### src/inc/pin_irq_pkg.sv
// Package: vector numbers, sense encodings and carrier structs for pin interrupt vectoring
package pin_irq_pkg;

	localparam int NUM_VECTORS = 17;
	localparam int VEC_W = 5;
	localparam int NUM_PC_PINS = 12;
	localparam int PC_LO_W = 8;
	localparam int PC_HI_W = 4;

	// Program addresses of the vector slots
	localparam logic [15:0] ADDR_RESET = 16'h0000;
	localparam logic [15:0] ADDR_EXT_IRQ = 16'h0001;
	localparam logic [15:0] ADDR_PC_LO = 16'h0002;
	localparam logic [15:0] ADDR_PC_HI = 16'h0003;
	localparam logic [15:0] ADDR_WDT = 16'h0004;
	localparam logic [15:0] ADDR_T16_CAPT = 16'h0005;
	localparam logic [15:0] ADDR_T16_OVF = 16'h0008;
	localparam logic [15:0] ADDR_T8_COMPA = 16'h0009;
	localparam logic [15:0] ADDR_T8_OVF = 16'h000B;
	localparam logic [15:0] ADDR_COMPARATOR = 16'h000C;
	localparam logic [15:0] ADDR_SERIAL_OVF = 16'h0010;

	// Source index = vector number - 2 (vector 1 is reset)
	localparam int SRC_EXT = 0;
	localparam int SRC_PC_LO = 1;
	localparam int SRC_PC_HI = 2;
	localparam int NUM_SRC = 16;

	typedef enum logic [1:0] {
		SENSE_LOW = 2'b00,
		SENSE_ANY = 2'b01,
		SENSE_FALL = 2'b10,
		SENSE_RISE = 2'b11
	} sense_t;

	localparam logic [1:0] SENSE_RESET = 2'b00;
	localparam logic [PC_LO_W-1:0] MASK_LO_RESET = 8'h00;
	localparam logic [PC_HI_W-1:0] MASK_HI_RESET = 4'h0;

	typedef struct packed {
		logic ext_en;
		logic pc_lo_en;
		logic pc_hi_en;
		logic [1:0] sense;
		logic [PC_LO_W-1:0] mask_lo;
		logic [PC_HI_W-1:0] mask_hi;
	} pin_cfg_t;

	typedef struct packed {
		logic ext_flag;
		logic pc_lo_flag;
		logic pc_hi_flag;
	} pin_flags_t;

	function automatic logic [15:0] vec_addr(input logic [VEC_W-1:0] vec_num);
		vec_addr = {11'h000, vec_num} - 16'h0001;
	endfunction : vec_addr

endpackage : pin_irq_pkg

### src/verilog/pin_sync2.sv
// Module: two flip-flop synchroniser for a bus of pin levels
module pin_sync2 #(
	parameter int WIDTH = 1,
	parameter logic [WIDTH-1:0] RESET_VAL = '1
) (
	input wire logic ref_clk_i,
	input wire logic rst_n_i,
	input wire logic [WIDTH-1:0] async_i,
	output logic [WIDTH-1:0] sync_o
);

	logic [WIDTH-1:0] meta_q;
	logic [WIDTH-1:0] sync_q;

	always_ff @(posedge ref_clk_i or negedge rst_n_i) begin
		if (!rst_n_i) begin
			meta_q <= RESET_VAL;
			sync_q <= RESET_VAL;
		end else begin
			meta_q <= async_i;
			sync_q <= meta_q;
		end
	end

	assign sync_o = sync_q;

endmodule : pin_sync2

### src/verilog/vector_arbiter.sv
// Module: lowest-vector-first priority pick among pending enabled sources
module vector_arbiter #(
	parameter int NSRC = pin_irq_pkg::NUM_SRC
) (
	input wire logic [NSRC-1:0] pending_i,
	output logic valid_o,
	output logic [pin_irq_pkg::VEC_W-1:0] vec_num_o
);

	always_comb begin
		valid_o = 1'b0;
		vec_num_o = '0;
		// Scan downward so the lowest index wins
		for (int i = NSRC - 1; i >= 0; i--) begin
			if (pending_i[i]) begin
				valid_o = 1'b1;
				vec_num_o = pin_irq_pkg::VEC_W'(i + 2);
			end
		end
	end

endmodule : vector_arbiter

### src/verilog/pin_irq_vectoring.sv
// Module: external pin and pin-change interrupt detection with vector selection

//////////////////////////////////////////////////////////////////////////////
// Functional notes
// - Every reset cause starts execution at vector 1, address zero.
// - External pin at 0x0001, pin-change low group 0x0002, high group 0x0003.
// - Watchdog at 0x0004, then 16-bit timer capture, compares, overflow 0x0005-0x0008.
// - 8-bit timer compare A, compare B, overflow at 0x0009, 0x000A, 0x000B.
// - Comparator 0x000C, converter 0x000D, nvdata 0x000E, serial 0x000F and 0x0010.
// - A vector is fetched only when its source is enabled.
// - Pin interrupts fire even when pins are driven as outputs.
// - Low group request on any unmasked toggle of pins 7..0.
// - High group request on any unmasked toggle of pins 11..8.
// - Mask bits choose which pins feed their group request.
// - Pin changes are detected without the I/O clock for deep wake.
// - External pin triggers on falling edge, rising edge or low level.
// - Level mode keeps requesting while the pin stays low.
// - Edge events are recognised only while the I/O clock runs.
// - Low level is detected without a clock for deep wake.
// - I/O clock stops in every sleep mode except idle.
// - Level too short for start-up wakes the core but raises no interrupt.
// - Sense field: 00 low, 01 any change, 10 falling, 11 rising.
// - Pin is sampled before edge detection; pulses over one clock are caught.
// - Group flag sets on change, clears on vector execution or write-one.
// - External flag is held clear while level triggering is selected.
module pin_irq_vectoring (
	input wire logic ref_clk_i,
	input wire logic rst_n_i,
	input wire logic io_clk_run_i,
	input wire logic global_irq_en_i,
	input wire pin_irq_pkg::pin_cfg_t cfg_i,
	input wire logic [2:0] flag_clr_i,
	input wire logic [pin_irq_pkg::NUM_SRC-1:0] periph_req_i,
	input wire logic irq_ack_i,
	input wire logic ext_irq_pin_i,
	input wire logic [pin_irq_pkg::NUM_PC_PINS-1:0] pin_change_inputs_i,
	output pin_irq_pkg::pin_flags_t flags_o,
	output logic wake_o,
	output logic irq_valid_o,
	output logic [pin_irq_pkg::VEC_W-1:0] irq_vec_num_o,
	output logic [15:0] irq_vec_addr_o,
	output logic [15:0] reset_vec_addr_o
);

	localparam int NPC = pin_irq_pkg::NUM_PC_PINS;
	localparam int LO_W = pin_irq_pkg::PC_LO_W;

	logic ext_sync;
	logic [NPC-1:0] pc_sync;
	logic ext_prev_q;
	logic [NPC-1:0] pc_prev_q;
	logic ext_flag_q;
	logic pc_lo_flag_q;
	logic pc_hi_flag_q;
	logic ext_edge;
	logic ext_level_req;
	logic [NPC-1:0] pc_toggle;
	logic [NPC-1:0] pc_mask;
	logic pc_lo_event;
	logic pc_hi_event;
	logic [pin_irq_pkg::NUM_SRC-1:0] pending;
	logic [pin_irq_pkg::VEC_W-1:0] arb_vec;
	logic arb_valid;
	logic [pin_irq_pkg::VEC_W-1:0] vec_num_q;
	logic [15:0] vec_addr_q;
	pin_irq_pkg::sense_t sense;

	//////////////////////////////////////////////////////////////////////////////
	// Pin sampling; pins read back even when the port drives them
	pin_sync2 #(
		.WIDTH(1),
		.RESET_VAL(1'b1)
	) u_ext_sync (
		.ref_clk_i(ref_clk_i),
		.rst_n_i(rst_n_i),
		.async_i(ext_irq_pin_i),
		.sync_o(ext_sync)
	);

	pin_sync2 #(
		.WIDTH(NPC),
		.RESET_VAL('0)
	) u_pc_sync (
		.ref_clk_i(ref_clk_i),
		.rst_n_i(rst_n_i),
		.async_i(pin_change_inputs_i),
		.sync_o(pc_sync)
	);

	assign sense = pin_irq_pkg::sense_t'(cfg_i.sense);
	assign pc_mask = {cfg_i.mask_hi, cfg_i.mask_lo};

	//////////////////////////////////////////////////////////////////////////////
	// External pin edge history; frozen while the I/O clock is stopped
	always_ff @(posedge ref_clk_i or negedge rst_n_i) begin
		if (!rst_n_i) begin
			ext_prev_q <= 1'b1;
		end else if (io_clk_run_i) begin
			ext_prev_q <= ext_sync;
		end
	end

	// Pin-change history runs on every cycle, independent of the I/O clock
	always_ff @(posedge ref_clk_i or negedge rst_n_i) begin
		if (!rst_n_i) begin
			pc_prev_q <= '0;
		end else begin
			pc_prev_q <= pc_sync;
		end
	end

	always_comb begin
		ext_edge = 1'b0;
		case (sense)
			pin_irq_pkg::SENSE_LOW: ext_edge = 1'b0;
			pin_irq_pkg::SENSE_ANY: ext_edge = ext_sync ^ ext_prev_q;
			pin_irq_pkg::SENSE_FALL: ext_edge = ext_prev_q & ~ext_sync;
			pin_irq_pkg::SENSE_RISE: ext_edge = ~ext_prev_q & ext_sync;
			default: ext_edge = 1'b0;
		endcase
		if (!io_clk_run_i) begin
			ext_edge = 1'b0;
		end
	end

	// Level request follows the live pin state, not a stored flag
	assign ext_level_req = (sense == pin_irq_pkg::SENSE_LOW) && !ext_sync;

	assign pc_toggle = (pc_sync ^ pc_prev_q) & pc_mask;
	assign pc_lo_event = |pc_toggle[LO_W-1:0];
	assign pc_hi_event = |pc_toggle[NPC-1:LO_W];

	//////////////////////////////////////////////////////////////////////////////
	// Flags: set beats clear in the same cycle
	always_ff @(posedge ref_clk_i or negedge rst_n_i) begin
		if (!rst_n_i) begin
			ext_flag_q <= 1'b0;
		end else if (sense == pin_irq_pkg::SENSE_LOW) begin
			ext_flag_q <= 1'b0;
		end else if (ext_edge) begin
			ext_flag_q <= 1'b1;
		end else if (flag_clr_i[pin_irq_pkg::SRC_EXT] || (irq_ack_i && vec_num_q == 5'h02)) begin
			ext_flag_q <= 1'b0;
		end
	end

	always_ff @(posedge ref_clk_i or negedge rst_n_i) begin
		if (!rst_n_i) begin
			pc_lo_flag_q <= 1'b0;
		end else if (pc_lo_event) begin
			pc_lo_flag_q <= 1'b1;
		end else if (flag_clr_i[pin_irq_pkg::SRC_PC_LO] || (irq_ack_i && vec_num_q == 5'h03)) begin
			pc_lo_flag_q <= 1'b0;
		end
	end

	always_ff @(posedge ref_clk_i or negedge rst_n_i) begin
		if (!rst_n_i) begin
			pc_hi_flag_q <= 1'b0;
		end else if (pc_hi_event) begin
			pc_hi_flag_q <= 1'b1;
		end else if (flag_clr_i[pin_irq_pkg::SRC_PC_HI] || (irq_ack_i && vec_num_q == 5'h04)) begin
			pc_hi_flag_q <= 1'b0;
		end
	end

	assign flags_o = '{ext_flag: ext_flag_q, pc_lo_flag: pc_lo_flag_q, pc_hi_flag: pc_hi_flag_q};

	// Wake is combinational from pins so it works with the I/O clock stopped
	assign wake_o = (cfg_i.ext_en && ext_level_req) || (cfg_i.pc_lo_en && pc_lo_event)
		|| (cfg_i.pc_hi_en && pc_hi_event) || ext_flag_q || pc_lo_flag_q || pc_hi_flag_q;

	//////////////////////////////////////////////////////////////////////////////
	// Pending requests: only enabled sources reach the arbiter
	always_comb begin
		pending = periph_req_i;
		pending[pin_irq_pkg::SRC_EXT] = cfg_i.ext_en && (ext_flag_q || ext_level_req);
		pending[pin_irq_pkg::SRC_PC_LO] = cfg_i.pc_lo_en && pc_lo_flag_q;
		pending[pin_irq_pkg::SRC_PC_HI] = cfg_i.pc_hi_en && pc_hi_flag_q;
		if (!global_irq_en_i) begin
			pending = '0;
		end
	end

	vector_arbiter #(
		.NSRC(pin_irq_pkg::NUM_SRC)
	) u_arb (
		.pending_i(pending),
		.valid_o(arb_valid),
		.vec_num_o(arb_vec)
	);

	// Registered vector; address = vector number - 1 covers every slot
	always_ff @(posedge ref_clk_i or negedge rst_n_i) begin
		if (!rst_n_i) begin
			vec_num_q <= 5'h00;
			vec_addr_q <= 16'h0000;
			irq_valid_o <= 1'b0;
		end else begin
			irq_valid_o <= arb_valid && !irq_ack_i;
			vec_num_q <= arb_vec;
			vec_addr_q <= pin_irq_pkg::vec_addr(arb_vec);
		end
	end

	assign irq_vec_num_o = vec_num_q;
	assign irq_vec_addr_o = vec_addr_q;
	assign reset_vec_addr_o = pin_irq_pkg::ADDR_RESET;

	//////////////////////////////////////////////////////////////////////////////
	// Checks
	ext_slot_a: assert property (@(posedge ref_clk_i) disable iff (!rst_n_i)
		irq_valid_o && vec_num_q == 5'h02 |-> irq_vec_addr_o == pin_irq_pkg::ADDR_EXT_IRQ)
		else $error("external vector address wrong");
	pc_slots_a: assert property (@(posedge ref_clk_i) disable iff (!rst_n_i)
		irq_valid_o && vec_num_q == 5'h04 |-> irq_vec_addr_o == pin_irq_pkg::ADDR_PC_HI)
		else $error("high group vector address wrong");
	timer_slots_a: assert property (@(posedge ref_clk_i) disable iff (!rst_n_i)
		irq_valid_o && vec_num_q == 5'h09 |-> irq_vec_addr_o == pin_irq_pkg::ADDR_T16_OVF)
		else $error("16-bit overflow vector address wrong");
	t8_slot_a: assert property (@(posedge ref_clk_i) disable iff (!rst_n_i)
		irq_valid_o && vec_num_q == 5'h0C |-> irq_vec_addr_o == pin_irq_pkg::ADDR_T8_OVF)
		else $error("8-bit overflow vector address wrong");
	serial_slot_a: assert property (@(posedge ref_clk_i) disable iff (!rst_n_i)
		irq_valid_o && vec_num_q == 5'h11 |-> irq_vec_addr_o == pin_irq_pkg::ADDR_SERIAL_OVF)
		else $error("serial overflow vector address wrong");
	reset_vec_a: assert property (@(posedge ref_clk_i) reset_vec_addr_o == 16'h0000)
		else $error("reset vector not zero");
	gated_fetch_a: assert property (@(posedge ref_clk_i) disable iff (!rst_n_i)
		!global_irq_en_i |=> !irq_valid_o)
		else $error("vector offered while interrupts disabled");
	lo_toggle_a: assert property (@(posedge ref_clk_i) disable iff (!rst_n_i)
		pc_lo_event |=> pc_lo_flag_q)
		else $error("low group flag missed a change");
	hi_toggle_a: assert property (@(posedge ref_clk_i) disable iff (!rst_n_i)
		pc_hi_event |=> pc_hi_flag_q)
		else $error("high group flag missed a change");
	mask_gate_a: assert property (@(posedge ref_clk_i) disable iff (!rst_n_i)
		cfg_i.mask_lo == '0 && !pc_lo_flag_q && !flag_clr_i[1] |=> !pc_lo_flag_q)
		else $error("masked pins set low group flag");
	level_hold_a: assert property (@(posedge ref_clk_i) disable iff (!rst_n_i)
		cfg_i.ext_en && global_irq_en_i && ext_level_req && !irq_ack_i |=> irq_valid_o && vec_num_q == 5'h02)
		else $error("level request dropped while pin low");
	edge_stop_a: assert property (@(posedge ref_clk_i) disable iff (!rst_n_i)
		!io_clk_run_i && !ext_flag_q |=> !ext_flag_q)
		else $error("edge flag set with io clock stopped");
	fall_edge_a: assert property (@(posedge ref_clk_i) disable iff (!rst_n_i)
		io_clk_run_i && sense == pin_irq_pkg::SENSE_FALL && ext_prev_q && !ext_sync |=> ext_flag_q)
		else $error("falling edge not flagged");
	level_clr_a: assert property (@(posedge ref_clk_i) disable iff (!rst_n_i)
		sense == pin_irq_pkg::SENSE_LOW |=> !ext_flag_q)
		else $error("external flag set in level mode");
	prio_a: assert property (@(posedge ref_clk_i) disable iff (!rst_n_i)
		pending[0] |=> vec_num_q == 5'h02)
		else $error("lowest vector not served first");
	pc_lo_slot_a: assert property (@(posedge ref_clk_i) disable iff (!rst_n_i)
		irq_valid_o && vec_num_q == 5'h03 |-> irq_vec_addr_o == pin_irq_pkg::ADDR_PC_LO)
		else $error("low group vector address wrong");
	wdt_slot_a: assert property (@(posedge ref_clk_i) disable iff (!rst_n_i)
		irq_valid_o && vec_num_q == 5'h05 |-> irq_vec_addr_o == pin_irq_pkg::ADDR_WDT)
		else $error("watchdog vector address wrong");
	capt_slot_a: assert property (@(posedge ref_clk_i) disable iff (!rst_n_i)
		irq_valid_o && vec_num_q == 5'h06 |-> irq_vec_addr_o == pin_irq_pkg::ADDR_T16_CAPT)
		else $error("capture vector address wrong");
	t8_compa_a: assert property (@(posedge ref_clk_i) disable iff (!rst_n_i)
		irq_valid_o && vec_num_q == 5'h0A |-> irq_vec_addr_o == pin_irq_pkg::ADDR_T8_COMPA)
		else $error("8-bit compare A vector address wrong");
	comp_slot_a: assert property (@(posedge ref_clk_i) disable iff (!rst_n_i)
		irq_valid_o && vec_num_q == 5'h0D |-> irq_vec_addr_o == pin_irq_pkg::ADDR_COMPARATOR)
		else $error("comparator vector address wrong");
	hi_mask_a: assert property (@(posedge ref_clk_i) disable iff (!rst_n_i)
		cfg_i.mask_hi == '0 && !pc_hi_flag_q |=> !pc_hi_flag_q)
		else $error("masked pins set high group flag");
	level_wake_a: assert property (@(posedge ref_clk_i) disable iff (!rst_n_i)
		cfg_i.ext_en && sense == pin_irq_pkg::SENSE_LOW && !ext_sync |-> wake_o)
		else $error("low level did not raise wake");
	rise_edge_a: assert property (@(posedge ref_clk_i) disable iff (!rst_n_i)
		io_clk_run_i && sense == pin_irq_pkg::SENSE_RISE && !ext_prev_q && ext_sync |=> ext_flag_q)
		else $error("rising edge not flagged");
	any_edge_a: assert property (@(posedge ref_clk_i) disable iff (!rst_n_i)
		io_clk_run_i && sense == pin_irq_pkg::SENSE_ANY && (ext_prev_q != ext_sync) |=> ext_flag_q)
		else $error("pin change not flagged");
	ack_clr_a: assert property (@(posedge ref_clk_i) disable iff (!rst_n_i)
		irq_ack_i && vec_num_q == 5'h03 && !pc_lo_event |=> !pc_lo_flag_q)
		else $error("low group flag kept after its vector");
	write_clr_a: assert property (@(posedge ref_clk_i) disable iff (!rst_n_i)
		flag_clr_i[pin_irq_pkg::SRC_PC_HI] && !pc_hi_event |=> !pc_hi_flag_q)
		else $error("high group flag kept after write one");
	ack_drop_a: assert property (@(posedge ref_clk_i) disable iff (!rst_n_i)
		irq_ack_i |=> !irq_valid_o)
		else $error("vector still offered after ack");

	pc_wake_c: cover property (@(posedge ref_clk_i) disable iff (!rst_n_i) pc_hi_event && !io_clk_run_i);
	ext_serve_c: cover property (@(posedge ref_clk_i) disable iff (!rst_n_i) irq_valid_o && vec_num_q == 5'h02);
	both_pend_c: cover property (@(posedge ref_clk_i) disable iff (!rst_n_i) pending[1] && pending[2]);
	level_wake_c: cover property (@(posedge ref_clk_i) disable iff (!rst_n_i) wake_o && !io_clk_run_i && ext_level_req);
	lo_ack_c: cover property (@(posedge ref_clk_i) disable iff (!rst_n_i) irq_ack_i && vec_num_q == 5'h03);

endmodule : pin_irq_vectoring

### config.mk
export PLATFORM = sky130hd
export DESIGN_NAME = pin_irq_vectoring
export DESIGN_NICKNAME = d
export VERILOG_FILES = /design/src/inc/pin_irq_pkg.sv /design/src/verilog/pin_sync2.sv /design/src/verilog/vector_arbiter.sv /design/src/verilog/pin_irq_vectoring.sv
export SDC_FILE = /design/constraint.sdc
export NUM_CORES = 1
export LEC_CHECK = 0
export ABC_AREA = 1
export BUFFER_PORTS_ARGS = -buffer_cell sky130_fd_sc_hd__buf_2
export CAP_MARGIN = 20
export CORE_MARGIN = 3
export CORE_UTILIZATION = 52
export CTS_CLUSTER_SIZE = 16
export DETAILED_ROUTE_END_ITERATION = 16
export GPL_TIMING_DRIVEN = 1
export PLACE_DENSITY = 0.84
export SLEW_MARGIN = 0
export SYNTH_ARGS = -nofsm -noshare
export SYNTH_HDL_FRONTEND = slang
export SYNTH_HIERARCHICAL = 1
export SYNTH_SLANG_ARGS = --single-unit
### constraint.sdc
create_clock -name ref_clk_i -period 3.9 [get_ports ref_clk_i]
set_input_delay 0.39 -clock ref_clk_i [delete_from_list [all_inputs] [get_ports ref_clk_i]]
set_output_delay 0.39 -clock ref_clk_i [all_outputs]
set_load 0.01 [all_outputs]
==> results.py <==
metrics = {
    "detailed_routing": {
        "drcViolationCount": 0,
        "drt_iter0_markers": 56,
        "vias_per_cell": 4.49,
        "ant_nets": 0,
        "drt_pass1_iterations": 4,
        "vias": 1827,
        "wl_um": 4380,
        "wl_per_cell_um": 10.8,
    },
    "logic_synthesis": {
        "synth_top_area_cell": "dfrtp_1",
        "synth_most_common_cell": "nand2_1",
        "ys_seq_elements": 54,
        "synth_cell_types": 27,
        "synth_top_area_share_pct": 51.8,
        "netlist_area_um2": 2470,
        "ys_async_sr_fraction_pct": 100,
        "synth_common_cells": "nand2_1 (73), inv_1 (55), dfrtp_1 (51), buf_4 (29), nor2_1 (22)",
        "synth-edff-count": 0,
        "postSynthAreaPerCell_um2": 8.62,
        "ys_warn_count": 6,
        "synth-seq-area-share_pct": 54.9,
        "syn_inst": 286,
        "synth_ff_type": "dfrtp_1",
        "ys_top_cells_by_area": "dfrtp_1 (52%), nand2_1 (11%), buf_4 (8.8%)",
    },
    "sta": {
        "slew_viol_final": 0,
        "timing.final.crit_share_pct": 48.7,
        "skew_ns": 0.00718,
        "worst-slew-pin-transition_ns": 0.636,
        "finalCriticalPeriod_ns": 1.90,
        "hold_viol_final": 0,
        "setup_violations": 0,
        "whs_ns": 0.176,
        "tns_ns": 0,
        "slew_headroom_pct": 57.6,
        "rsz0062_at_grt": "no",
        "fmax_ghz": 0.526,
    },
    "worst_setup_path": {
        "ff2ff_path_depth": 9,
        "r2r_start": "u_ext_sync/sync_o",
        "cp-start-kind": "primary input",
        "slowest_stage": "buf_2",
        "path_delay_family": "simple AND/OR/NAND/NOR gates",
        "required_ns": 4.07,
        "cp_cell_sequence": "buf_2 > nand2_1 > inv_1 > nand2_1 > nand2_1 > nand2_1 > nand2_1 > nand2_1 > nand2_1 > nand2_1 > nand2_1 > nand2_1 > nand2_1 > nand2_1 > nand2_1 > nand2_1 > a21oi_2 > inv_1 > ha_1 > xor2_1",
        "path_buf_inv": 3,
        "crit_fanout": 16,
        "worst_setup_path_end_kind": "register",
        "critPathMostFrequentCell": "nand2_1",
        "arrival_ns": 2.07,
        "reg2reg_slack_ns": 2.07,
        "crit_type": "primary input to register",
        "r2r_end": "irq_vec_addr_o[4]",
        "cpPeakStageDelay_ns": 0.25,
    },
    "power_and_ir_drop": {
        "p_comb_share_pct": 15.4,
        "clkPwrFrac_pct": 32.1,
        "power_frac_seq_pct": 52.5,
        "irDropWorstVdd_v": 0.000302,
        "power.density_nw_per_um2": 412,
        "internal_power_mw": 0.869,
        "switching_share_pct": 26.5,
        "switching_power_mw": 0.313,
        "total_leakage_power_nw": 1.70,
    },
    "cts": {
        "clock_tree.root_cell": "clkbuf_8",
        "cts_sinks": 54,
        "clockBufferDepth": 2,
        "cts_tree": "built",
        "numCtsBuffers": 5,
        "clk_pin_slew_ns": 0.10,
        "cts_hold_buffers": 0,
        "postCtsResizedCells": 0,
        "clk_latency_ns": 0.31,
        "post-cts-setup-buffer-count": 0,
        "cts_htree_levels": 2,
    },
    "flow_run": {
        "cap_violations": 0,
    },
    "final_layout": {
        "drive_above_1_share_pct": 27.3,
        "area_growth_pct": 16.2,
        "fin_nets": 411,
        "num-fill-cells": 386,
        "n_antenna_cell": 0,
    },
    "place": {
        "io_buffers": 76,
        "hpwl_um": 3500,
        "finalWeightedCongestion": 0.853,
    },
    "die": {
        "die_w_um": 74.9,
        "die-height_um": 74.9,
        "coreArea_um2": 4470,
        "start_util_pct": 55.1,
        "dieArea_um2": 5600,
        "fp-row-count": 24,
        "ios": 96,
    },
    "hold_path": {
        "holdPathStages": 1,
        "hold_start": "ext_irq_pin_i",
        "min_to": "u_ext_sync/meta_q",
        "min_path_type": "primary input to register",
    },
    "global_routing": {
        "grt-ovfl-total": 0,
        "grt_pass1_wl_um": 6800,
        "grt_max_degree": 55,
        "grt_util_all_layers_pct": 16.4,
        "grt_pass1_vias": 1667,
        "antenna_found_initial": 0,
    },
    "run_status": {
        "status": "finished clean",
    },
}
-- routing by layer --
| metal | part of all wire [%] | up-vias | GRT usage, % |
|---|---|---|---|
| li1 | - | 936 | - |
| met1 | 40 | 819 | 18.1 |
| met4 | 2.0 | 0 | 6.72 |
| met2 | 50 | 64 | 29.0 |
| met3 | 7.3 | 8 | 5.07 |
| met5 | 0 | - | 0 |
-- how the worst max path moves through the flow --
stage	endpoint	from	cells past startpoint
finish	irq_vec_addr_o[2]	global_irq_en_i	20
global route	irq_vec_addr_o[4]	global_irq_en_i	21
CTS	irq_vec_addr_o[2]	global_irq_en_i	20
detailed placement	irq_vec_addr_o[2]	global_irq_en_i	20
global placement	irq_vec_addr_o[2]	global_irq_en_i	20
floorplan	irq_vec_addr_o[2]	global_irq_en_i	21
-- per-stage QoR --
step	util (%)	std cells	total power [mW]	cell area, um^2	setup slack, ns
after floorplan	-	301	0.758	2520	1.79
after global placement	61.4	399	0.810	2750	1.76
after detailed placement	61.4	399	0.817	2750	1.65
after CTS	64.1	407	1.20	2870	1.98
after global routing	64.1	407	1.26	2870	1.73
final	64.1	407	1.18	2870	2.00
-- cell usage in the layout, fill, tap and decap left out, types with 2 or more instances in the layout --
cell type	synthesis	final
ha_1	3	3
a21oi_1	5	5
nand4_1	3	3
nand3_1	15	15
nor3_1	4	4
inv_1	55	55
nor2_2	2	2
or2_1	2	2
xnor2_1	2	2
nor2_1	22	22
nand2_1	73	73
o21ai_0	3	3
dfrtp_1	51	51
dfstp_2	3	3
buf_2	1	76
clkbuf_8	0	5
conb_1	1	16
inv_2	3	3
-- flip-flops by register name, summed over array words and instances, names as in the netlist --
| signal | count |
|---|---|
| pc_prev_q | 12 |
| u_pc_sync/meta_q | 12 |
| u_pc_sync/sync_o | 12 |
| irq_vec_addr_o | 6 |
| irq_vec_num_o | 5 |
| ext_flag_q | 1 |
| ext_prev_q | 1 |
| irq_valid_o | 1 |
| pc_hi_flag_q | 1 |
| pc_lo_flag_q | 1 |
| u_ext_sync/meta_q | 1 |
| u_ext_sync/sync_o | 1 |
-- power by group through the flow --
stage	clock, mW	combinational [mW]	sequential [mW]
after CTS	0.397	0.185	0.621
after global placement	0	0.180	0.630
final	0.379	0.182	0.621
after floorplan	0	0.120	0.639
after detailed placement	0	0.184	0.632
after global routing	0.422	0.211	0.626
-- worst register-to-register path, delay by kind of cell, from the launching register on --
kind / cells / cell delay [ns]
AOI/OAI and AO/OA: 2 / 0.44
and+or+nand+nor: 4 / 0.50
DFF: 1 / 0.56
xor gates and xnor gates: 1 / 0.06
buffers and inverters: 2 / 0.16
-- area by class of cell --
type	count	area [um^2]	share of cell area, %
clock inverters	3	48.8	1.70
clock buffers	5	68.8	2.40
repair buffers	77	388	13.5
multi-input cells	158	723	25.2
flip-flops and latches	54	1360	47.3
inverters	58	218	7.59
well taps	52	65.1	2.27
-- cell families (layout without fill, tap and decap cells) --
| logic type | after synthesis | after routing | synth area share, % |
|---|---|---|---|
| other | 1 | 16 | 0.152 |
| XOR/XNOR | 3 | 3 | 1.07 |
| buffers and inverters | 89 | 143 | 18.0 |
| adder cells (fa/ha/maj) | 3 | 3 | 1.52 |
| AND/OR/NAND/NOR | 126 | 126 | 22.0 |
| AO/OA/AOI/OAI | 10 | 10 | 2.33 |
| flip-flops | 54 | 54 | 54.9 |
(Power assumes the default switching activity.)
